[src/common/pmr_pkg.sv]
// Package: register map, field layout, reset values and bus carriers for the power management register bank
package pmr_pkg;

   // Byte addresses within page zero
   localparam logic [15:0] ADDR_WIN_LO   = 16'h0048;
   localparam logic [15:0] ADDR_WIN_HI   = 16'h004C;
   localparam logic [15:0] ADDR_ANALOG   = 16'h0048;
   localparam logic [15:0] ADDR_DIGITAL  = 16'h0049;
   localparam logic [15:0] ADDR_BATTERY  = 16'h004A;
   localparam logic [15:0] ADDR_IRQ_STAT = 16'h004B;
   localparam logic [15:0] ADDR_IRQ_MASK = 16'h004C;

   // Analog regulator register fields
   localparam int ANA_FORCE_BIT = 5;
   localparam int ANA_ON_BIT    = 4;
   localparam logic       ANA_FORCE_RST = 1'h1;
   localparam logic       ANA_ON_RST    = 1'h0;
   localparam logic [3:0] ANA_TRIM_RST  = 4'h3;

   // Digital regulator register fields
   localparam int DIG_WAKE_BIT  = 7;
   localparam int DIG_ON_BIT    = 4;
   localparam int DIG_KEEP_BIT  = 1;
   localparam logic       DIG_KEEP_RST = 1'h1;
   localparam logic [1:0] DIG_TRIM_RST = 2'h0;

   // Battery end-of-life register fields
   localparam int BAT_ABOVE_BIT = 7;
   localparam int BAT_ON_BIT    = 5;
   localparam logic       BAT_ON_RST  = 1'h0;
   localparam logic [4:0] BAT_THR_RST = 5'h00;

   // Interrupt status bits: wake-up edge, battery drop, digital regulator off
   localparam int IRQ_WAKE_BIT = 0;
   localparam int IRQ_BAT_BIT  = 1;
   localparam int IRQ_DOFF_BIT = 2;
   localparam logic [2:0] IRQ_MASK_RST = 3'h0;

   typedef struct packed {
      logic        cyc;
      logic        stb;
      logic        we;
      logic [15:0] adr;
      logic [7:0]  dat;
   } pmr_wb_req_t;

   typedef struct packed {
      logic       ack;
      logic [7:0] dat;
   } pmr_wb_rsp_t;

   typedef struct packed {
      logic       ana_on;
      logic       ana_force;
      logic [3:0] ana_trim;
      logic       dig_keep;
      logic [1:0] dig_trim;
      logic       bat_on;
      logic [4:0] bat_thr;
   } pmr_ctrl_t;

endpackage

[src/design/pmr_regs.sv]
// Power management control and status register bank, Wishbone slave
`timescale 1ns/1ps

module pmr_regs
(
   // Clock and reset
   input  wire logic                 clk,
   input  wire logic                 rst_n,
   // Wishbone slave, 8-bit data
   input  wire logic                 wb_cyc_i,
   input  wire logic                 wb_stb_i,
   input  wire logic                 wb_we_i,
   input  wire logic [15:0]          wb_adr_i,
   input  wire logic [0:0]           wb_sel_i,
   input  wire logic [7:0]           wb_dat_i,
   output logic                      wb_ack_o,
   output logic [7:0]                wb_dat_o,
   // Analog side
   input  wire logic                 wakeup_pin,
   input  wire logic                 digital_regulator_on_in,
   input  wire logic                 battery_comparator_in,
   output pmr_pkg::pmr_ctrl_t        ctrl,
   // Interrupt
   output logic                      irq
);

   logic       rst_meta;
   logic       rst_sync_n;
   logic [1:0] wake_sync;
   logic [1:0] don_sync;
   logic [1:0] bat_sync;
   logic       wake_q;
   logic       bat_q;
   logic       don_q;
   logic [2:0] irq_stat;
   logic [2:0] irq_mask;
   logic [2:0] events;
   logic       hit;
   logic       wr;
   logic       rd;
   logic [7:0] next_rdata;
   // Per-register strobes
   logic       wr_ana;
   logic       wr_dig;
   logic       wr_bat;
   logic       wr_mask;
   logic       rd_stat;
   logic       next_ack;
   logic [2:0] next_irq_stat;

   function automatic logic in_window(input logic [15:0] a);
      in_window = (a >= pmr_pkg::ADDR_WIN_LO) && (a <= pmr_pkg::ADDR_WIN_HI);
   endfunction

   // Exact register match, never outside the window
   function automatic logic reg_is(input logic [15:0] a, input logic [15:0] r);
      reg_is = in_window(a) && (a == r);
   endfunction

   // Reset release through two flops
   always_ff @(posedge clk or negedge rst_n)
   begin
      if (!rst_n)
      begin
         rst_meta   <= 1'b0;
         rst_sync_n <= 1'b0;
      end
      else
      begin
         rst_meta   <= 1'b1;
         rst_sync_n <= rst_meta;
      end
   end

   // Pins come from the analog domain, two flops each
   always_ff @(posedge clk or negedge rst_sync_n)
   begin
      if (!rst_sync_n)
      begin
         wake_sync <= 2'h0;
         don_sync  <= 2'h3;
         bat_sync  <= 2'h0;
      end
      else
      begin
         wake_sync <= {wake_sync[0], wakeup_pin};
         don_sync  <= {don_sync[0], digital_regulator_on_in};
         bat_sync  <= {bat_sync[0], battery_comparator_in};
      end
   end

   // Delayed copies for edge events, read only from second stage
   always_ff @(posedge clk or negedge rst_sync_n)
   begin
      if (!rst_sync_n)
      begin
         wake_q <= 1'b0;
         bat_q  <= 1'b0;
         don_q  <= 1'b1;
      end
      else
      begin
         wake_q <= wake_sync[1];
         bat_q  <= bat_sync[1];
         don_q  <= don_sync[1];
      end
   end

   // Battery drop only counts while the comparator is enabled
   assign events[pmr_pkg::IRQ_WAKE_BIT] = wake_sync[1] & ~wake_q;
   assign events[pmr_pkg::IRQ_BAT_BIT]  = ctrl.bat_on & bat_q & ~bat_sync[1];
   assign events[pmr_pkg::IRQ_DOFF_BIT] = don_q & ~don_sync[1];

   assign hit = wb_cyc_i & wb_stb_i & ~wb_ack_o & in_window(wb_adr_i);
   assign wr  = hit & wb_we_i & wb_sel_i[0];
   assign rd  = hit & ~wb_we_i;

   // Decode once here so every register block sees the same select
   assign wr_ana  = wr & reg_is(wb_adr_i, pmr_pkg::ADDR_ANALOG);
   assign wr_dig  = wr & reg_is(wb_adr_i, pmr_pkg::ADDR_DIGITAL);
   assign wr_bat  = wr & reg_is(wb_adr_i, pmr_pkg::ADDR_BATTERY);
   assign wr_mask = wr & reg_is(wb_adr_i, pmr_pkg::ADDR_IRQ_MASK);
   assign rd_stat = rd & reg_is(wb_adr_i, pmr_pkg::ADDR_IRQ_STAT);

   // One-cycle ack, also for addresses outside the window so the bus never hangs
   always_comb
   begin
      next_ack = wb_cyc_i & wb_stb_i & ~wb_ack_o;
   end

   always_ff @(posedge clk or negedge rst_sync_n)
   begin
      if (!rst_sync_n)
      begin
         wb_ack_o <= 1'b0;
      end
      else
      begin
         wb_ack_o <= next_ack;
      end
   end

   // Analog regulator control
   always_ff @(posedge clk or negedge rst_sync_n)
   begin
      if (!rst_sync_n)
      begin
         ctrl.ana_force <= pmr_pkg::ANA_FORCE_RST;
         ctrl.ana_on    <= pmr_pkg::ANA_ON_RST;
         ctrl.ana_trim  <= pmr_pkg::ANA_TRIM_RST;
      end
      else if (wr_ana)
      begin
         ctrl.ana_force <= wb_dat_i[pmr_pkg::ANA_FORCE_BIT];
         ctrl.ana_on    <= wb_dat_i[pmr_pkg::ANA_ON_BIT];
         ctrl.ana_trim  <= wb_dat_i[3:0];
      end
   end

   // Digital regulator control; keep-on is not readable back
   always_ff @(posedge clk or negedge rst_sync_n)
   begin
      if (!rst_sync_n)
      begin
         ctrl.dig_keep <= pmr_pkg::DIG_KEEP_RST;
         ctrl.dig_trim <= pmr_pkg::DIG_TRIM_RST;
      end
      else if (wr_dig)
      begin
         ctrl.dig_keep <= wb_dat_i[pmr_pkg::DIG_KEEP_BIT];
         ctrl.dig_trim <= wb_dat_i[3:2];
      end
   end

   // Battery monitor control
   always_ff @(posedge clk or negedge rst_sync_n)
   begin
      if (!rst_sync_n)
      begin
         ctrl.bat_on  <= pmr_pkg::BAT_ON_RST;
         ctrl.bat_thr <= pmr_pkg::BAT_THR_RST;
      end
      else if (wr_bat)
      begin
         ctrl.bat_on  <= wb_dat_i[pmr_pkg::BAT_ON_BIT];
         ctrl.bat_thr <= wb_dat_i[4:0];
      end
   end

   // Interrupt mask
   always_ff @(posedge clk or negedge rst_sync_n)
   begin
      if (!rst_sync_n)
      begin
         irq_mask <= pmr_pkg::IRQ_MASK_RST;
      end
      else if (wr_mask)
      begin
         irq_mask <= wb_dat_i[2:0];
      end
   end

   // Sticky status, cleared by read; a new event in the same cycle wins
   // so an edge landing on the clearing read is never lost
   always_comb
   begin
      if (rd_stat)
         next_irq_stat = events;
      else
         next_irq_stat = irq_stat | events;
   end

   always_ff @(posedge clk or negedge rst_sync_n)
   begin
      if (!rst_sync_n)
         irq_stat <= 3'h0;
      else
         irq_stat <= next_irq_stat;
   end

   // Registered level output: one cycle behind status and mask
   always_ff @(posedge clk or negedge rst_sync_n)
   begin
      if (!rst_sync_n)
      begin
         irq <= 1'b0;
      end
      else
      begin
         irq <= |(irq_stat & irq_mask);
      end
   end

   // Read mux; reserved bits and unused offsets give zero
   always_comb
   begin
      next_rdata = 8'h00;
      case (wb_adr_i)
         pmr_pkg::ADDR_ANALOG:
         begin
            next_rdata = {2'h0, ctrl.ana_force, ctrl.ana_on, ctrl.ana_trim};
         end
         pmr_pkg::ADDR_DIGITAL:
         begin
            // Keep-on is write-only, so its bit returns zero
            next_rdata = {wake_sync[1], 2'h0, don_sync[1], ctrl.dig_trim, 2'h0};
         end
         pmr_pkg::ADDR_BATTERY:
         begin
            next_rdata = {bat_sync[1], 1'b0, ctrl.bat_on, ctrl.bat_thr};
         end
         pmr_pkg::ADDR_IRQ_STAT:
         begin
            next_rdata = {5'h00, irq_stat};
         end
         pmr_pkg::ADDR_IRQ_MASK:
         begin
            next_rdata = {5'h00, irq_mask};
         end
         default:
         begin
            next_rdata = 8'h00;
         end
      endcase
   end

   always_ff @(posedge clk or negedge rst_sync_n)
   begin
      // Data only with ack; zero otherwise keeps a wired-or bus clean
      if (!rst_sync_n)
      begin
         wb_dat_o <= 8'h00;
      end
      else if (rd)
      begin
         wb_dat_o <= next_rdata;
      end
      else
      begin
         wb_dat_o <= 8'h00;
      end
   end

endmodule

[config.mk]
export PLATFORM = sky130hd
export DESIGN_NAME = pmr_regs
export DESIGN_NICKNAME = d
export VERILOG_FILES = /design/src/common/pmr_pkg.sv /design/src/design/pmr_regs.sv
export SDC_FILE = /design/constraint.sdc
export NUM_CORES = 1
export LEC_CHECK = 0
export BUFFER_PORTS_ARGS = -buffer_cell sky130_fd_sc_hd__buf_2
export CORE_MARGIN = 2
export CORE_UTILIZATION = 35
export CTS_CLUSTER_SIZE = 30
export DETAILED_ROUTE_END_ITERATION = 10
export HOLD_SLACK_MARGIN = 0.12
export SLEW_MARGIN = 20
export SYNTH_ARGS = -nofsm -noshare
export SYNTH_HDL_FRONTEND = slang
export SYNTH_SLANG_ARGS = --single-unit
export TNS_END_PERCENT = 20
[constraint.sdc]
create_clock -name clk -period 3.7 [get_ports clk]
set_clock_uncertainty 0.15 [all_clocks]
set_input_delay 0 -clock clk [delete_from_list [all_inputs] [get_ports clk]]
set_output_delay 0 -clock clk [all_outputs]
set_load 0.05 [all_outputs]
==> reports/results.ini <==
[status]
status = complete, no violations

[setup_path]
worstPathMaxFanout = 7
cp.required_ns = 3.78
worstPathArrival_ns = 3.55
cp-start-kind = input port
crit_type = in -> reg
path_common_cell = dlygate4sd3_1
timing.rr.start = wb_ack_o
r2r_slack_ns = 1.16
worstRegToRegCells = 5
crit_path_end_kind = flop
r2r-end = wb_dat_o[5]
path_cells = dlygate4sd3_1, buf_2, or4b_4, dlygate4sd3_1, nor3_4, or4b_1, nor4_1, dlygate4sd3_1
cpMaxStageDelayCell = dlygate4sd3_1
crit_path_max_incr_delay_ns = 0.64

[synthesis]
synthCells = 132
yosys_warnings = 0
synthesis.area_mm2 = 0.001748
ys_ff_latch = 41
synth_seq_area_share_pct = 59.20
syn_area_per_cell_um2 = 13.24
synth_fp_nets = 165
synth_cell_types = 37

[clocking]
cts_buffer_depth = 2
cts_buffers = 5
cts_tree = yes
cts-root-buf = clkbuf_8
h-tree-depth = 2
clk_pin_slew_worst_paths_ns = 0.08
clkLatencyLatePin_ns = 0.29
post_cts_buffers = 0
cts.sinks = 41

[worst_hold_path]
hold_start = wb_adr_i[10]
whs_endpoint = wb_dat_o[0]
hold_depth = 5
hold_class = in -> reg

[floorplanning]
coreArea_mm2 = 0.004755
die_h_um = 74.67
die_w_um = 74.67
io_pins = 58
core.rowCount = 25
initial_utilization_pct = 36.76
die_area_mm2 = 0.005576

[power]
leakage_nw = 1.224
power_density_mw_per_mm2 = 332.4
ir_worst_vdd_mv = 0.2071

[place]
io_buffers = 54
place_congestion = 0.8458
dp_hpwl_um = 3000
dp.cells = 249
placed_area_mm2 = 0.002087

[detailed_routing]
vias_per_cell = 4.871
first_iter_violations = 54
antenna_left = 0
first_pass_iters = 4
vias = 1398
remaining_drc_errors = 0
wl_um = 4197
wl_per_cell_um = 14.62

[global_routing]
gr-total-overflow = 0
grt_pass1_vias = 1440
antenna_found_initial = 0
grt_max_degree = 26
grt_pass1_wl_um = 6499
grt_usage_pct = 15.89

[sta]
timing.final.hold_violations = 0
maxSlewHeadroom_pct = 36.33
tightestPinTransition_ns = 0.9550
rsz0062_at_grt = no
finalCritPeriodShare_pct = 93.83
finalMaxSlewViolations = 0
fin_setup_tns_ns = 0
min_period_ns = 3.472
fmax_ghz = 0.2880
setup_viol = 0

[final_layout]
final_util_pct = 52.18
num_antenna_cells = 0
fin_nets = 252
stdcell_area_mm2 = 0.002481
areaGrowthSynthToFinish_pct = 41.95
layout-drive-gt1-share_pct = 44.55
instances_no_fill = 287

[job]
cap_violations = 0

## Yosys cell counts
cell type  count  area, um2
mux2_2        21      236.5
nor2b_1        2      12.51
or4_4          1      11.26
nand3b_1       1      7.510
nor2_1         7      26.28
a22oi_1        1      7.510
nor3_1         4      20.02
nand3_1        1      5.000
inv_1          6      22.52
a32oi_1        2      17.52
nor4_1         2      12.51
and4_1         1      8.760
mux2i_1        3      30.03
nor4_2         2      25.02
nand4bb_1      1      11.26
a21oi_1        3      15.01
or4b_1         1      10.01
clkbuf_1       4      15.01
a32o_1         4      40.04
o21ai_0        2      10.01
buf_4          1      7.510
nand4_1        1      6.260
nor4_4         1      21.27
nand2_1        5      18.77
or4b_4         1      13.76
conb_1         2      7.510
nor3_4         1      16.27
a21boi_0       1      7.510
a21o_1         1      7.510
a22o_1         2      17.52
and3_1         1      6.260
dfstp_2        7      183.9
a222oi_1       1      10.01
dfrtp_1       34      850.8
nor4b_1        1      8.760
or2_2          2      12.51
or4_1          1      7.510
## through the flow
step	hold WS (ns)	setup WS, ns	power (mW)
floorplan	-0.4456	1.334	0.4953
global placement	-0.3647	1.382	0.5179
detailed placement	-0.3626	1.352	0.5202
CTS	0.1204	0.2534	0.8387
global route	0.1431	0.08015	0.8659
finish	0.1347	0.2282	0.8247
## routing by layer
| metal | wire length, um | global-route usage (%) |
|---|---|---|
| met3 | 314 | 4.284 |
| met4 | 63 | 6.944 |
| met1 | 1816 | 19.58 |
| met5 | 0 | 0 |
| met2 | 2002 | 26.35 |
## logic make-up after synthesis
| group | synth area share (%) |
|---|---|
| buf+inv | 2.577 |
| mux | 15.25 |
| flops | 59.20 |
| simple gates | 14.96 |
| other cells | 0.4297 |
| compound gates | 7.588 |
## flip-flops by register name, indices dropped and copies added (netlist names)
| register | count |
|---|---|
| wake_q | 1 |
| ctrl | 15 |
| bat_sync | 2 |
| bat_q | 1 |
| wb_dat_o | 7 |
| rst_meta | 1 |
| irq | 1 |
| rst_sync_n | 1 |
| irq_mask | 3 |
| don_q | 1 |
| wake_sync | 2 |
| don_sync | 2 |
| irq_stat | 3 |
| wb_ack_o | 1 |
## where the power goes
group / switching (mW) / internal, mW / leakage [nW] / total, mW
clock network: 0.143 / 0.151 / 0.0445 / 0.294
registers: 0.00753 / 0.456 / 0.518 / 0.464
logic: 0.0320 / 0.0352 / 0.662 / 0.0672
## area by class of cell
cell class                      count  area [um2]
Fill cell                         445        2273
Sequential cell                    41        1035
Multi-Input combinational cell     80       668.1
Timing Repair Buffer               85       578.1
Clock buffer                        7       86.33
Tap cell                           67       83.83
Inverter                            6       22.52
Clock inverter                      1       7.507
## cell usage in the layout (no fill, tap or decap), types with 2 or more instances in the layout
cell,Yosys,final
nor4_2,2,2
inv_1,6,6
a22o_1,2,2
nor2b_1,2,2
nor4_1,2,2
dfrtp_1,34,34
or2_2,2,2
mux2_2,21,21
dfstp_2,7,7
conb_1,2,2
nor2_1,7,7
nand2_1,5,5
clkbuf_8,0,6
dlygate4sd3_1,0,30
mux2i_1,3,3
buf_2,0,54
nor3_1,4,4
a32oi_1,2,2
a32o_1,4,4
o21ai_0,2,2
a21oi_1,3,3
## worst max-delay path, delay by kind of cell
kind	cells	cell delay (ns)
buf+inv	4	1.88
simple gates	4	1.66
## worst max-delay path by stage
stage | end | slack [ns] | from | cells past startpoint
floorplan | irq_mask[0] | 1.33 | wb_ack_o | 4
global placement | ctrl[12] | 1.38 | wb_adr_i[7] | 5
detailed placement | ctrl[14] | 1.35 | wb_adr_i[7] | 5
CTS | wb_dat_o[5] | 0.25 | wb_adr_i[7] | 8
global route | wb_dat_o[5] | 0.08 | wb_adr_i[7] | 8
finish | wb_dat_o[5] | 0.23 | wb_adr_i[7] | 8
## timing repair
action | 4_1_cts | 5_1_grt
resized for setup | 0 | 0
endpoints found under the hold margin | 34 | 0
hold buffers | 30 | 0
endpoints found under the setup margin | 0 | 0
No activity file was read; power rests on OpenSTA's default activity.
